==> src/common/pgmp_pkg.sv <==
// constants shared by the multiplexed general-purpose line port
package pgmp_pkg;

  // ****************************************
  // port shape
  // ****************************************
  localparam int NL    = 7;
  localparam int SEL_W = 2;

  // ****************************************
  // timing
  // ****************************************
  localparam int CLK_MHZ      = 25;
  localparam int DEB_TIME_US  = 1000;
  localparam int DEB_SAMPLES  = 4;
  localparam int DEB_TICK_CYC = DEB_TIME_US * CLK_MHZ / DEB_SAMPLES;
  localparam int TICK_W       = 16;

  // ****************************************
  // reset values and line groups
  // ****************************************
  localparam logic [6:0] OUT_RST   = 7'h00;
  localparam logic [6:0] VIO_LINES = 7'h14;

  // ****************************************
  // alternative function codes, per line
  // ****************************************
  localparam logic [1:0] A0_PWR_OFF = 2'h0;
  localparam logic [1:0] A0_PREQ_B  = 2'h1;
  localparam logic [1:0] A0_EXT_A   = 2'h2;
  localparam logic [1:0] A1_RESET   = 2'h0;
  localparam logic [1:0] A1_WARM    = 2'h1;
  localparam logic [1:0] A1_BUS_DET = 2'h2;
  localparam logic [1:0] A1_PREQ_A  = 2'h3;
  localparam logic [1:0] A2_LINK_DA = 2'h0;
  localparam logic [1:0] A2_PREQ_B  = 2'h1;
  localparam logic [1:0] A3_EXT_A   = 2'h0;
  localparam logic [1:0] A3_SYNC    = 2'h1;
  localparam logic [1:0] A4_EXT_B   = 2'h0;
  localparam logic [1:0] A4_LINK_CK = 2'h1;
  localparam logic [1:0] A5_KEEP_ON = 2'h0;
  localparam logic [1:0] A5_EXT_C   = 2'h1;
  localparam logic [1:0] A6_SLEEP   = 2'h0;
  localparam logic [1:0] A6_VALID   = 2'h1;
  localparam logic [1:0] A6_EXT_C   = 2'h2;

endpackage

==> src/design/pgmp_port.sv <==
// seven-line general-purpose port with alternative function multiplexing
`timescale 1ns/1ps
module pgmp_port #(
  parameter int DEB_TICK_CYCLES = pgmp_pkg::DEB_TICK_CYC
) (
  input  wire logic                 sys_clk,
  input  wire logic                 rst,
  // pads
  input  wire logic [6:0]           pad_in,
  output logic      [6:0]           pad_out,
  output logic      [6:0]           pad_oe,
  output logic      [6:0]           pad_pull_up,
  output logic      [6:0]           pad_pull_down,
  // function selection
  input  wire logic [6:0]           pad_function_select_a,
  input  wire logic [13:0]          pad_function_select_b,
  // plain mode control
  input  wire logic                 gpio_enable,
  input  wire logic [6:0]           line_direction,
  input  wire logic                 line_out_wr_en,
  input  wire logic [6:0]           line_out_wr_data,
  input  wire logic [6:0]           line_out_set,
  input  wire logic [6:0]           line_out_clear,
  output logic      [6:0]           line_out_state,
  output logic      [6:0]           line_in_state,
  input  wire logic [6:0]           line_debounce_enable,
  input  wire logic [6:0]           line_pull_config_a,
  input  wire logic [6:0]           line_pull_config_b,
  input  wire logic [6:0]           line_open_drain_enable,
  // alternative mode pad settings
  input  wire logic [6:0]           alt_pull_up,
  input  wire logic [6:0]           alt_pull_down,
  input  wire logic [6:0]           alt_open_drain,
  // line events
  input  wire logic [6:0]           irq_rise_enable,
  input  wire logic [6:0]           irq_fall_enable,
  input  wire logic [6:0]           irq_mask,
  input  wire logic [6:0]           irq_clear,
  output logic      [6:0]           irq_status,
  input  wire logic [6:0]           wake_enable,
  input  wire logic                 off_mode,
  output logic                      wake_request,
  // device core side of the alternatives
  input  wire logic                 ext_supply_en_a,
  input  wire logic                 ext_supply_en_b,
  input  wire logic                 ext_supply_en_c,
  input  wire logic                 supplies_valid_out,
  input  wire logic                 scaling_link_data_oe,
  output logic                      scaling_link_data,
  output logic                      scaling_link_clock,
  output logic                      power_off_request_in,
  output logic                      periph_power_req_a,
  output logic                      periph_power_req_b,
  output logic                      reset_in,
  output logic                      warm_reset_in_n,
  output logic                      bus_supply_detect_in,
  output logic                      converter_sync_in,
  output logic                      keep_on_in,
  output logic                      sleep_request_in_n
);
  import pgmp_pkg::*;

  // ****************************************
  // elaboration checks
  // ****************************************
  generate
    if (DEB_TICK_CYCLES < 1 || DEB_TICK_CYCLES >= (1 << TICK_W)) begin : g_bad
      $error("debounce tick period out of range");
    end
  endgenerate

  localparam logic [TICK_W-1:0] TICK_LAST = TICK_W'(DEB_TICK_CYCLES - 1);

  // ****************************************
  // state
  // ****************************************
  typedef struct packed {
    logic [6:0]        sync1;
    logic [6:0]        sync2;
    logic [6:0]        prev;
    logic [6:0]        out_data;
    logic [6:0]        in_state;
    logic [6:0]        status;
    logic [6:0]        drv_out;
    logic [6:0]        drv_oe;
    logic [6:0]        pull_up;
    logic [6:0]        pull_dn;
    logic              wake;
    logic [TICK_W-1:0] tick_cnt;
    logic              link_da;
    logic              link_ck;
    logic              pwr_off;
    logic              preq_a;
    logic              preq_b;
    logic              rst_in;
    logic              warm_n;
    logic              bus_det;
    logic              sync_in;
    logic              keep_on;
    logic              sleep_n;
  } pgmp_st_t;

  pgmp_st_t st;
  pgmp_st_t next_st;

  // true when a line is in alternative mode with the given code
  function automatic logic alt_is(input logic [6:0] sec,
                                  input logic [13:0] code_vec,
                                  input int ln,
                                  input logic [1:0] code);
    alt_is = sec[ln] && (code_vec[SEL_W*ln +: SEL_W] == code);
  endfunction

  // ****************************************
  // debounce
  // ****************************************
  logic       tick;
  logic [6:0] deb_lvl;
  logic [6:0] filt;

  assign tick = (st.tick_cnt == TICK_LAST);

  genvar gi;
  generate
    for (gi = 0; gi < NL; gi++) begin : g_deb
      pgmp_debounce #(
        .SAMPLES (DEB_SAMPLES)
      ) u_deb (
        .sys_clk (sys_clk),
        .rst     (rst),
        .tick    (tick),
        .raw     (st.sync2[gi]),
        .level   (deb_lvl[gi])
      );
    end
  endgenerate

  // debounced where enabled, else synchronised level
  assign filt = (line_debounce_enable & deb_lvl)
              | (~line_debounce_enable & st.sync2);

  // ****************************************
  // mode, alternatives and events
  // ****************************************
  logic [6:0] sec;
  logic [6:0] plain;
  logic [6:0] alt_drv;
  logic [6:0] alt_lvl;
  logic [6:0] alt_od;
  logic [6:0] rise;
  logic [6:0] fall;
  logic [6:0] ev;
  logic [6:0] ev_set;
  logic [6:0] wake_src;

  assign sec   = pad_function_select_a;
  assign plain = ~sec & {NL{gpio_enable}};
  assign rise  = filt & ~st.prev;
  assign fall  = ~filt & st.prev;
  assign ev    = plain & ((rise & irq_rise_enable)
                        | (fall & irq_fall_enable));
  assign ev_set = ev & ~irq_mask;
  assign wake_src = ev & wake_enable
                  & ~(off_mode ? VIO_LINES : 7'h00);

  always_comb begin
    alt_drv = 7'h00;
    alt_lvl = 7'h00;
    alt_od  = alt_open_drain;
    // supply enables follow the power-up sequencer
    if (alt_is(sec, pad_function_select_b, 0, A0_EXT_A)) begin
      alt_drv[0] = 1'b1;
      alt_lvl[0] = ext_supply_en_a;
    end
    if (alt_is(sec, pad_function_select_b, 2, A2_LINK_DA)) begin
      alt_drv[2] = 1'b1;
      alt_lvl[2] = ~scaling_link_data_oe;
      alt_od[2]  = 1'b1;
    end
    if (alt_is(sec, pad_function_select_b, 3, A3_EXT_A)) begin
      alt_drv[3] = 1'b1;
      alt_lvl[3] = ext_supply_en_a;
    end
    if (alt_is(sec, pad_function_select_b, 4, A4_EXT_B)) begin
      alt_drv[4] = 1'b1;
      alt_lvl[4] = ext_supply_en_b;
    end
    if (alt_is(sec, pad_function_select_b, 5, A5_EXT_C)) begin
      alt_drv[5] = 1'b1;
      alt_lvl[5] = ext_supply_en_c;
    end
    if (alt_is(sec, pad_function_select_b, 6, A6_VALID)) begin
      alt_drv[6] = 1'b1;
      alt_lvl[6] = supplies_valid_out;
    end else if (alt_is(sec, pad_function_select_b, 6, A6_EXT_C)) begin
      alt_drv[6] = 1'b1;
      alt_lvl[6] = ext_supply_en_c;
    end
  end

  // ****************************************
  // next state
  // ****************************************
  always_comb begin
    next_st = st;
    next_st.sync1 = pad_in;
    next_st.sync2 = st.sync1;
    next_st.prev  = filt;
    next_st.tick_cnt = tick ? '0 : st.tick_cnt + 1'b1;

    // write wins, then clear, then set
    if (line_out_wr_en) begin
      next_st.out_data = line_out_wr_data;
    end else begin
      next_st.out_data = (st.out_data | line_out_set) & ~line_out_clear;
    end

    next_st.in_state = filt & plain & ~line_direction;
    // a new event beats a clear in the same cycle
    next_st.status = (st.status & ~irq_clear) | ev_set;
    next_st.wake   = |wake_src;

    for (int i = 0; i < NL; i++) begin
      if (sec[i]) begin
        // plain controls ignored here
        next_st.pull_up[i] = alt_pull_up[i];
        next_st.pull_dn[i] = alt_pull_down[i];
        if (alt_od[i]) begin
          next_st.drv_out[i] = 1'b0;
          next_st.drv_oe[i]  = alt_drv[i] & ~alt_lvl[i];
        end else begin
          next_st.drv_out[i] = alt_lvl[i];
          next_st.drv_oe[i]  = alt_drv[i];
        end
      end else if (plain[i]) begin
        next_st.pull_up[i] = line_pull_config_a[i];
        next_st.pull_dn[i] = line_pull_config_b[i];
        if (!line_direction[i]) begin
          next_st.drv_out[i] = 1'b0;
          next_st.drv_oe[i]  = 1'b0;
        end else if (line_open_drain_enable[i]) begin
          next_st.drv_out[i] = 1'b0;
          next_st.drv_oe[i]  = ~st.out_data[i];
        end else begin
          next_st.drv_out[i] = st.out_data[i];
          next_st.drv_oe[i]  = 1'b1;
        end
      end else begin
        next_st.pull_up[i] = 1'b0;
        next_st.pull_dn[i] = 1'b0;
        next_st.drv_out[i] = 1'b0;
        next_st.drv_oe[i]  = 1'b0;
      end
    end

    // alternative inputs to the core, idle when not selected
    next_st.pwr_off = alt_is(sec, pad_function_select_b, 0, A0_PWR_OFF)
                    & st.sync2[0];
    next_st.preq_b  = (alt_is(sec, pad_function_select_b, 0, A0_PREQ_B) & st.sync2[0])
                    | (alt_is(sec, pad_function_select_b, 2, A2_PREQ_B)
                       & st.sync2[2]);
    next_st.rst_in  = alt_is(sec, pad_function_select_b, 1, A1_RESET)
                    & st.sync2[1];
    next_st.warm_n  = ~alt_is(sec, pad_function_select_b, 1, A1_WARM)
                    | st.sync2[1];
    next_st.bus_det = alt_is(sec, pad_function_select_b, 1, A1_BUS_DET)
                    & st.sync2[1];
    next_st.preq_a  = alt_is(sec, pad_function_select_b, 1, A1_PREQ_A)
                    & st.sync2[1];
    next_st.link_da = ~alt_is(sec, pad_function_select_b, 2, A2_LINK_DA)
                    | st.sync2[2];
    next_st.sync_in = alt_is(sec, pad_function_select_b, 3, A3_SYNC)
                    & st.sync2[3];
    next_st.link_ck = ~alt_is(sec, pad_function_select_b, 4, A4_LINK_CK)
                    | st.sync2[4];
    next_st.keep_on = alt_is(sec, pad_function_select_b, 5, A5_KEEP_ON)
                    & st.sync2[5];
    next_st.sleep_n = ~alt_is(sec, pad_function_select_b, 6, A6_SLEEP)
                    | st.sync2[6];
  end

  always_ff @(posedge sys_clk or posedge rst) begin
    if (rst) begin
      st          <= '0;
      st.out_data <= OUT_RST;
      st.warm_n   <= 1'b1;
      st.sleep_n  <= 1'b1;
      st.link_da  <= 1'b1;
      st.link_ck  <= 1'b1;
    end else begin
      st <= next_st;
    end
  end

  // ****************************************
  // outputs
  // ****************************************
  assign pad_out              = st.drv_out;
  assign pad_oe               = st.drv_oe;
  assign pad_pull_up          = st.pull_up;
  assign pad_pull_down        = st.pull_dn;
  assign line_out_state       = st.out_data;
  assign line_in_state        = st.in_state;
  assign irq_status           = st.status;
  assign wake_request         = st.wake;
  assign scaling_link_data    = st.link_da;
  assign scaling_link_clock   = st.link_ck;
  assign power_off_request_in = st.pwr_off;
  assign periph_power_req_a   = st.preq_a;
  assign periph_power_req_b   = st.preq_b;
  assign reset_in             = st.rst_in;
  assign warm_reset_in_n      = st.warm_n;
  assign bus_supply_detect_in = st.bus_det;
  assign converter_sync_in    = st.sync_in;
  assign keep_on_in           = st.keep_on;
  assign sleep_request_in_n   = st.sleep_n;

  // ****************************************
  // checks
  // ****************************************
  logic [6:0] set_and_clr;
  logic [6:0] plain_in;
  logic       only_vio;

  assign set_and_clr = ev_set & irq_clear;
  assign plain_in    = plain & ~line_direction;
  assign only_vio    = ((ev & wake_enable & ~VIO_LINES) == 7'h00);
endmodule // pgmp_port

==> src/design/pgmp_debounce.sv <==
// one-line input debounce filter driven by a sample tick
`timescale 1ns/1ps
module pgmp_debounce #(
  parameter int SAMPLES = pgmp_pkg::DEB_SAMPLES
) (
  input  wire logic sys_clk,
  input  wire logic rst,
  input  wire logic tick,
  input  wire logic raw,
  output logic      level
);
  import pgmp_pkg::*;

  localparam int CW = $clog2(SAMPLES + 1);
  localparam logic [CW-1:0] LAST = CW'(SAMPLES - 1);

  generate
    if (SAMPLES < 2) begin : g_bad
      $error("debounce needs at least two samples");
    end
  endgenerate

  typedef struct packed {
    logic [CW-1:0] cnt;
    logic          lvl;
  } pgmp_deb_st_t;

  pgmp_deb_st_t st;
  pgmp_deb_st_t next_st;

  always_comb begin
    next_st = st;
    if (raw == st.lvl) begin
      next_st.cnt = '0;
    end else if (tick) begin
      // new level must hold for a full run of samples
      if (st.cnt == LAST) begin
        next_st.lvl = raw;
        next_st.cnt = '0;
      end else begin
        next_st.cnt = st.cnt + 1'b1;
      end
    end
  end

  always_ff @(posedge sys_clk or posedge rst) begin
    if (rst) begin
      st <= '0;
    end else begin
      st <= next_st;
    end
  end

  assign level = st.lvl;

endmodule // pgmp_debounce

==> config.mk <==
export PLATFORM = sky130hd
export DESIGN_NAME = pgmp_port
export DESIGN_NICKNAME = d
export VERILOG_FILES = /design/src/common/pgmp_pkg.sv /design/src/design/pgmp_port.sv /design/src/design/pgmp_debounce.sv
export SDC_FILE = /design/constraint.sdc
export NUM_CORES = 1
export LEC_CHECK = 0
export BUFFER_PORTS_ARGS = -buffer_cell sky130_fd_sc_hd__clkbuf_2
export CORE_MARGIN = 8
export CORE_UTILIZATION = 40
export DETAILED_ROUTE_END_ITERATION = 7
export PLACE_DENSITY_LB_ADDON = 0.15
export SYNTH_ARGS = -nofsm -noshare
export SYNTH_HDL_FRONTEND = slang
export SYNTH_HIERARCHICAL = 1
export SYNTH_SLANG_ARGS = --single-unit
==> constraint.sdc <==
create_clock -name sys_clk -period 4.5 [get_ports sys_clk]
set_input_delay 0.9 -clock sys_clk [delete_from_list [all_inputs] [get_ports sys_clk]]
set_output_delay 0.9 -clock sys_clk [all_outputs]
set_load 0.01 [all_outputs]
### Word level (Yosys, flattened, before mapping)

Cells that the tools add are included.

* flip-flop bits (word level): 126
* bits of input ports: 150
* output and inout bits: 61

* add/sub/neg operators: 8
* equal/unequal tests: 26
* mux-type cells: 142
* bitwise operators: 72
* reductions and logical operators: 40

Operator list (number)
* 1-bit two-way mux: 118
* 7-bit bitwise AND: 15
* 7-bit NOT: 8
* 3-bit two-way mux: 14
* 4-bit two-way mux: 7
* 7-bit OR: 4
* 1-bit NOT: 25
* 3-bit by 1-bit adder with 3-bit output, second input constant: 7
* 3-bit by 2-bit equality test with 1-bit output, second input constant: 7
* 3-bit AND reduction: 7
* 1-bit logical AND: 18
* 16-bit by 1-bit adder with 16-bit output, second input constant: 1
* 16-bit by 13-bit equality test with 1-bit output, second input constant: 1
* 16-bit two-way mux: 1
* 1-bit bitwise AND: 14
* 2-bit by 1-bit equality test with 1-bit output, second input constant: 7
* 2-bit logical NOT: 7
* 2-bit nonzero test: 7
* 2-bit equality test, second input constant: 4
* 1-bit equality test: 7
* 7-bit two-way mux: 1
* 5-bit NOT with 7-bit output: 1
* 7-bit OR reduction: 1
* 5-bit two-way mux: 1
* 1-bit OR: 5

### Logic depth before layout (Yosys ltp)

* depth in word-level cells: 11
* gate-level depth with buffers: 8
* depth with buffers taken out: 8

### Hierarchy

The synthesis kept the hierarchy.

Modules (own cells, without submodules)
* pgmp_port: times used 1, cells an instance 382, area an instance 4354.2 um^2
* pgmp_debounce: times used 7, cells an instance 19, area an instance 203.9 um^2

### Worst setup path before layout

OpenSTA, ideal clock, no wires.

* kind: reg2reg
* start point: register st[19] (netlist bit)
* end point: register g_deb[0].u_deb.st (netlist bit g_deb[0].u_deb/level)
* data arrival time: 2608 ps
* data required time: 4375 ps
* path slack: 1767 ps
* cell stages (with the launch flop): 6
* clock period less this slack: 2733 ps
* cell sequence: dfrtp_1 -> or4_4 -> nor4_4 -> nand2_2 -> nor2_2 -> mux2_4

* longest elaborated chain between the ends: 2

RTL lines
* start: declaration: line pgmp_port.sv:103 `pgmp_st_t st;`
* start signal: assignment: line pgmp_port.sv:291 `st <= next_st;`
* 16-bit by 13-bit equality test with 1-bit output: line pgmp_port.sv:121 `assign tick = (st.tick_cnt == TICK_LAST);`
* via tick: line pgmp_port.sv:117 `logic tick;`
* 3-bit AND reduction (no line)
* end signal: assignment: line pgmp_debounce.sv:50 `st <= next_st;`
* end: declaration: line pgmp_debounce.sv:28 `pgmp_deb_st_t st;`

The timed path passes the listed nets, and every way through them passes these cells.
A chain may end at the register's enable or synchronous reset.

### Worst setup path after layout

* start point: register st[19] (netlist bit)
* end point: register g_deb[2].u_deb.st (netlist bit g_deb[2].u_deb/level)

* longest elaborated chain between the ends: 2

RTL lines (line)
* 16-bit by 13-bit equality test with 1-bit output: pgmp_port.sv:121
* via tick: pgmp_port.sv:117
* 3-bit AND reduction (no line)
* end signal: assignment: pgmp_debounce.sv:50
* end: declaration: pgmp_debounce.sv:28

The timed path passes the listed nets, and every way through them passes these cells.

==> results.cfg <==
[drt]
routed_wl_um = 14600
detail_route.iter0.violations = 164
firstDrtPassIters = 4
detailroute.via_count = 4280
drt-wirelength-per-cell_um = 16.4
drc = 0
final_antenna_net_count = 0
routed_via_density = 4.80

[synthesis]
post_synth_most_frequent_cells = dfrtp_1 (122), buf_4 (49), nand2_1 (46), nor2_1 (28), inv_1 (26)
synth_fa_ha_area_frac = 0.0195
synth_top_cells_by_area = dfrtp_1 (53%), buf_4 (6.4%), nand2_1 (3.0%)
ys_async_sr_fraction = 1.00
syn_inst = 515
yosysSeqAreaShare = 0.546
yosys_warnings = 6
postSynthRegisterBits = 126
synth_most_common_cell = dfrtp_1
synth_largest_type_area_fraction = 0.528
synth.distinct_cells = 45
nets_in_the_synthesized_netlist = 674
mapped_area_sq_mm = 0.00578
ys_dominant_reg_cell = dfrtp_1
synth_enable_flop_cells = 0
synthXorXnorAreaFrac = 0.0318
synthMuxAreaShare = 0.0424
synth_largest_area_cell = dfrtp_1
combinational_family_with_the_most_area_after_synthesis = simple AND/OR/NAND/NOR gates
syn-mean-instance-area_sq_um = 11.2
post_synth_and_or_nand_nor_area_fraction = 0.205
compound_cell_area_share_of_the_yosys_netlist = 0.0729

[clocking]
h_tree_levels = 4
cts_sinks = 126
hold_buffers = 0
cts_root_buffer = clkbuf_16
post-cts-setup-buffers = 0
cts_clock_pin_slew_for_the_worst_setup_and_hold_paths_ns = 0.05
cts_resized = 0
max-clock-path-buffers = 2
cts_inserted_buffers = 17
clock_tree_from_tritoncts = yes
clkLatencyLatePin_ns = 0.41

[cells_and_area]
fin_nets = 853
registers_with_the_most_flip_flops = st (30), g_deb.u_deb/st (21)
area_growth_pct = 25.8
final_cell_count_no_fill = 892
largest_reg_flops = 30
largest-register = st
drive_gt1_frac = 0.393

[timing]
worstMarginPinSlew_ns = 0.911
final.period_utilization = 0.508
max_clock_freq_ghz = 0.437
rsz_0062_raised_after_global_routing = no
total_negative_setup_slack_ns = 0
max-slew-margin-rel = 0.393
min_period_ns = 2.29
setup_viol = 0
clock_skew_ns = 0.00404
finalHoldViolations = 0
timing_max_transition_violations_final = 0
post-route-worst-setup-slack_ns = 2.21

[place]
hpwl_um = 11300
numPortBuffers = 208
post-place-ws_ns = 2.23
placedCellCount = 859
routabilityCongestion = 0.768

[min_path]
min-delay-start = next_st[88]
worst_hold_path.endpoint = st[88]
whs_path_depth = 0
worst_hold_path_type = reg2reg

[grt]
first_global_vias = 4703
globalRouteTotalUtil = 0.161
grt_max_degree = 73
number_of_antenna_violations_at_the_first_check_in_global_routing = 0
grt_overflow_total = 0
grt_pass1_wl_um = 23200

[die]
fp.dieH_um = 136
core_area_sq_mm = 0.0143
pin_count = 211
fp.dieArea_sq_mm = 0.0186
die-width_um = 136
row_count = 44
initial_utilization = 0.404

[setup_path]
crit_path_max_fanout = 43
worst_setup_path_start_kind = register
rr_worst_depth = 6
r2r_end = g_deb[2].u_deb/level
timing.critical_path.buf_inv = 1
critical_path_arrival_ns = 2.58
timing.critical_path.cells = or4_4 > nor4_4 > buf_4 > nand2_2 > nor2_2 > mux2_4
cp_num_cells = 6
critical-path-top-delay-family = simple AND/OR/NAND/NOR gates
timing_worst_setup_path_type = reg2reg
r2r-start = st[19]
critical-path-slowest-cell = or4_4
setup.reg_to_reg.worst_slack_ns = 2.21
required_ns = 4.79
timing.critical_path.slowest_cell_delay_ns = 0.57
worstSetupEndpointType = register

[run]
maxcap_violations = 0

[pwr]
fin_total_pwr_w = 0.00273
irDropWorstVdd_mv = 0.224
p_leak_nw = 3.70
power_density_mw_per_mm2 = 376

[outcome]
run_status = finished, final reports clean
[cells in the final DEF (no fill, tap or decap), types with 4 or more instances in the layout]
cell type | synthesis | layout
nand4_1 | 5 | 5
a21oi_1 | 18 | 18
mux2_4 | 7 | 7
nor2_1 | 28 | 28
inv_1 | 26 | 25
nand2b_1 | 24 | 24
o21ai_0 | 7 | 7
mux2i_1 | 14 | 14
dfrtp_1 | 122 | 122
nand2b_2 | 7 | 7
o31ai_1 | 7 | 7
nand2_1 | 46 | 46
clkbuf_1 | 2 | 5
clkbuf_2 | 0 | 208
nor2_2 | 7 | 7
clkbuf_16 | 0 | 17
ha_1 | 9 | 9
a22o_1 | 14 | 14
xnor2_1 | 15 | 15
nand3_1 | 15 | 15
nand3b_1 | 12 | 12
clkinv_2 | 0 | 5
nor2b_1 | 9 | 9
nand4bb_1 | 5 | 5
nand4b_1 | 8 | 8
nand2_2 | 7 | 7
nor3b_1 | 12 | 12
a32o_1 | 5 | 5
dfstp_2 | 4 | 4
xor2_1 | 6 | 6
[cell families after synthesis]
logic type | Yosys count
multiplexers | 21
flip-flops | 126
AO/OA/AOI/OAI | 60
buffers and inverters | 77
AND/OR/NAND/NOR | 201
XOR/XNOR | 21
adder cells (fa/ha/maj) | 9
[report_power, final]
group | leakage (nW) | internal, W | switching, W
clock | 0.285 | 0.000854 | 0.000471
combinational | 1.76 | 0.000102 | 0.000116
sequential | 1.65 | 0.00117 | 0.0000193
total | 3.70 | 0.00213 | 0.000607
[layout make-up]
cell class | instances | area (sq um)
multi-input cells | 312 | 2150
well taps | 184 | 230
diodes | 1 | 2.50
flip-flops and latches | 126 | 3160
clock inverters | 7 | 85.1
repair buffers | 211 | 1060
fillers | 1348 | 7040
clock buffers | 25 | 485
inverters | 26 | 100
[worst max path at each step]
stage,from,to
2_1_floorplan,rst,bus_supply_detect_in
3_3_place_gp,gpio_enable,wake_request
3_5_place_dp,st[19],g_deb[4].u_deb/level
4_1_cts,st[19],g_deb[2].u_deb/level
5_1_grt,st[12],g_deb[3].u_deb/level
6_report,st[19],g_deb[2].u_deb/level
[worst reg2reg max path: cells and delay by family (launching register included)]
kind	cells	cell delay, ns
DFF	1	0.44
muxes	1	0.30
and+or+nand+nor	4	1.02
buffers and inverters	1	0.42
[per-layer routing]
layer  GRT usage  routed length, um  up-vias
met5           0                  0        -
met4      0.0628                233        0
met3      0.0558               1000       17
met2       0.260               7170      133
met1       0.193               6210     2044
li1            -                  -     2086
[stage by stage]
step | hold WS (ns) | utilization | instance area, sq um
floorplan | 0.331 | - | 5780
global placement | 0.333 | 0.468 | 6700
detailed placement | 0.335 | 0.468 | 6700
CTS | 0.347 | 0.508 | 7270
global route | 0.349 | 0.508 | 7270
finish | 0.346 | 0.508 | 7280
No activity file was read; power rests on OpenSTA's default activity.
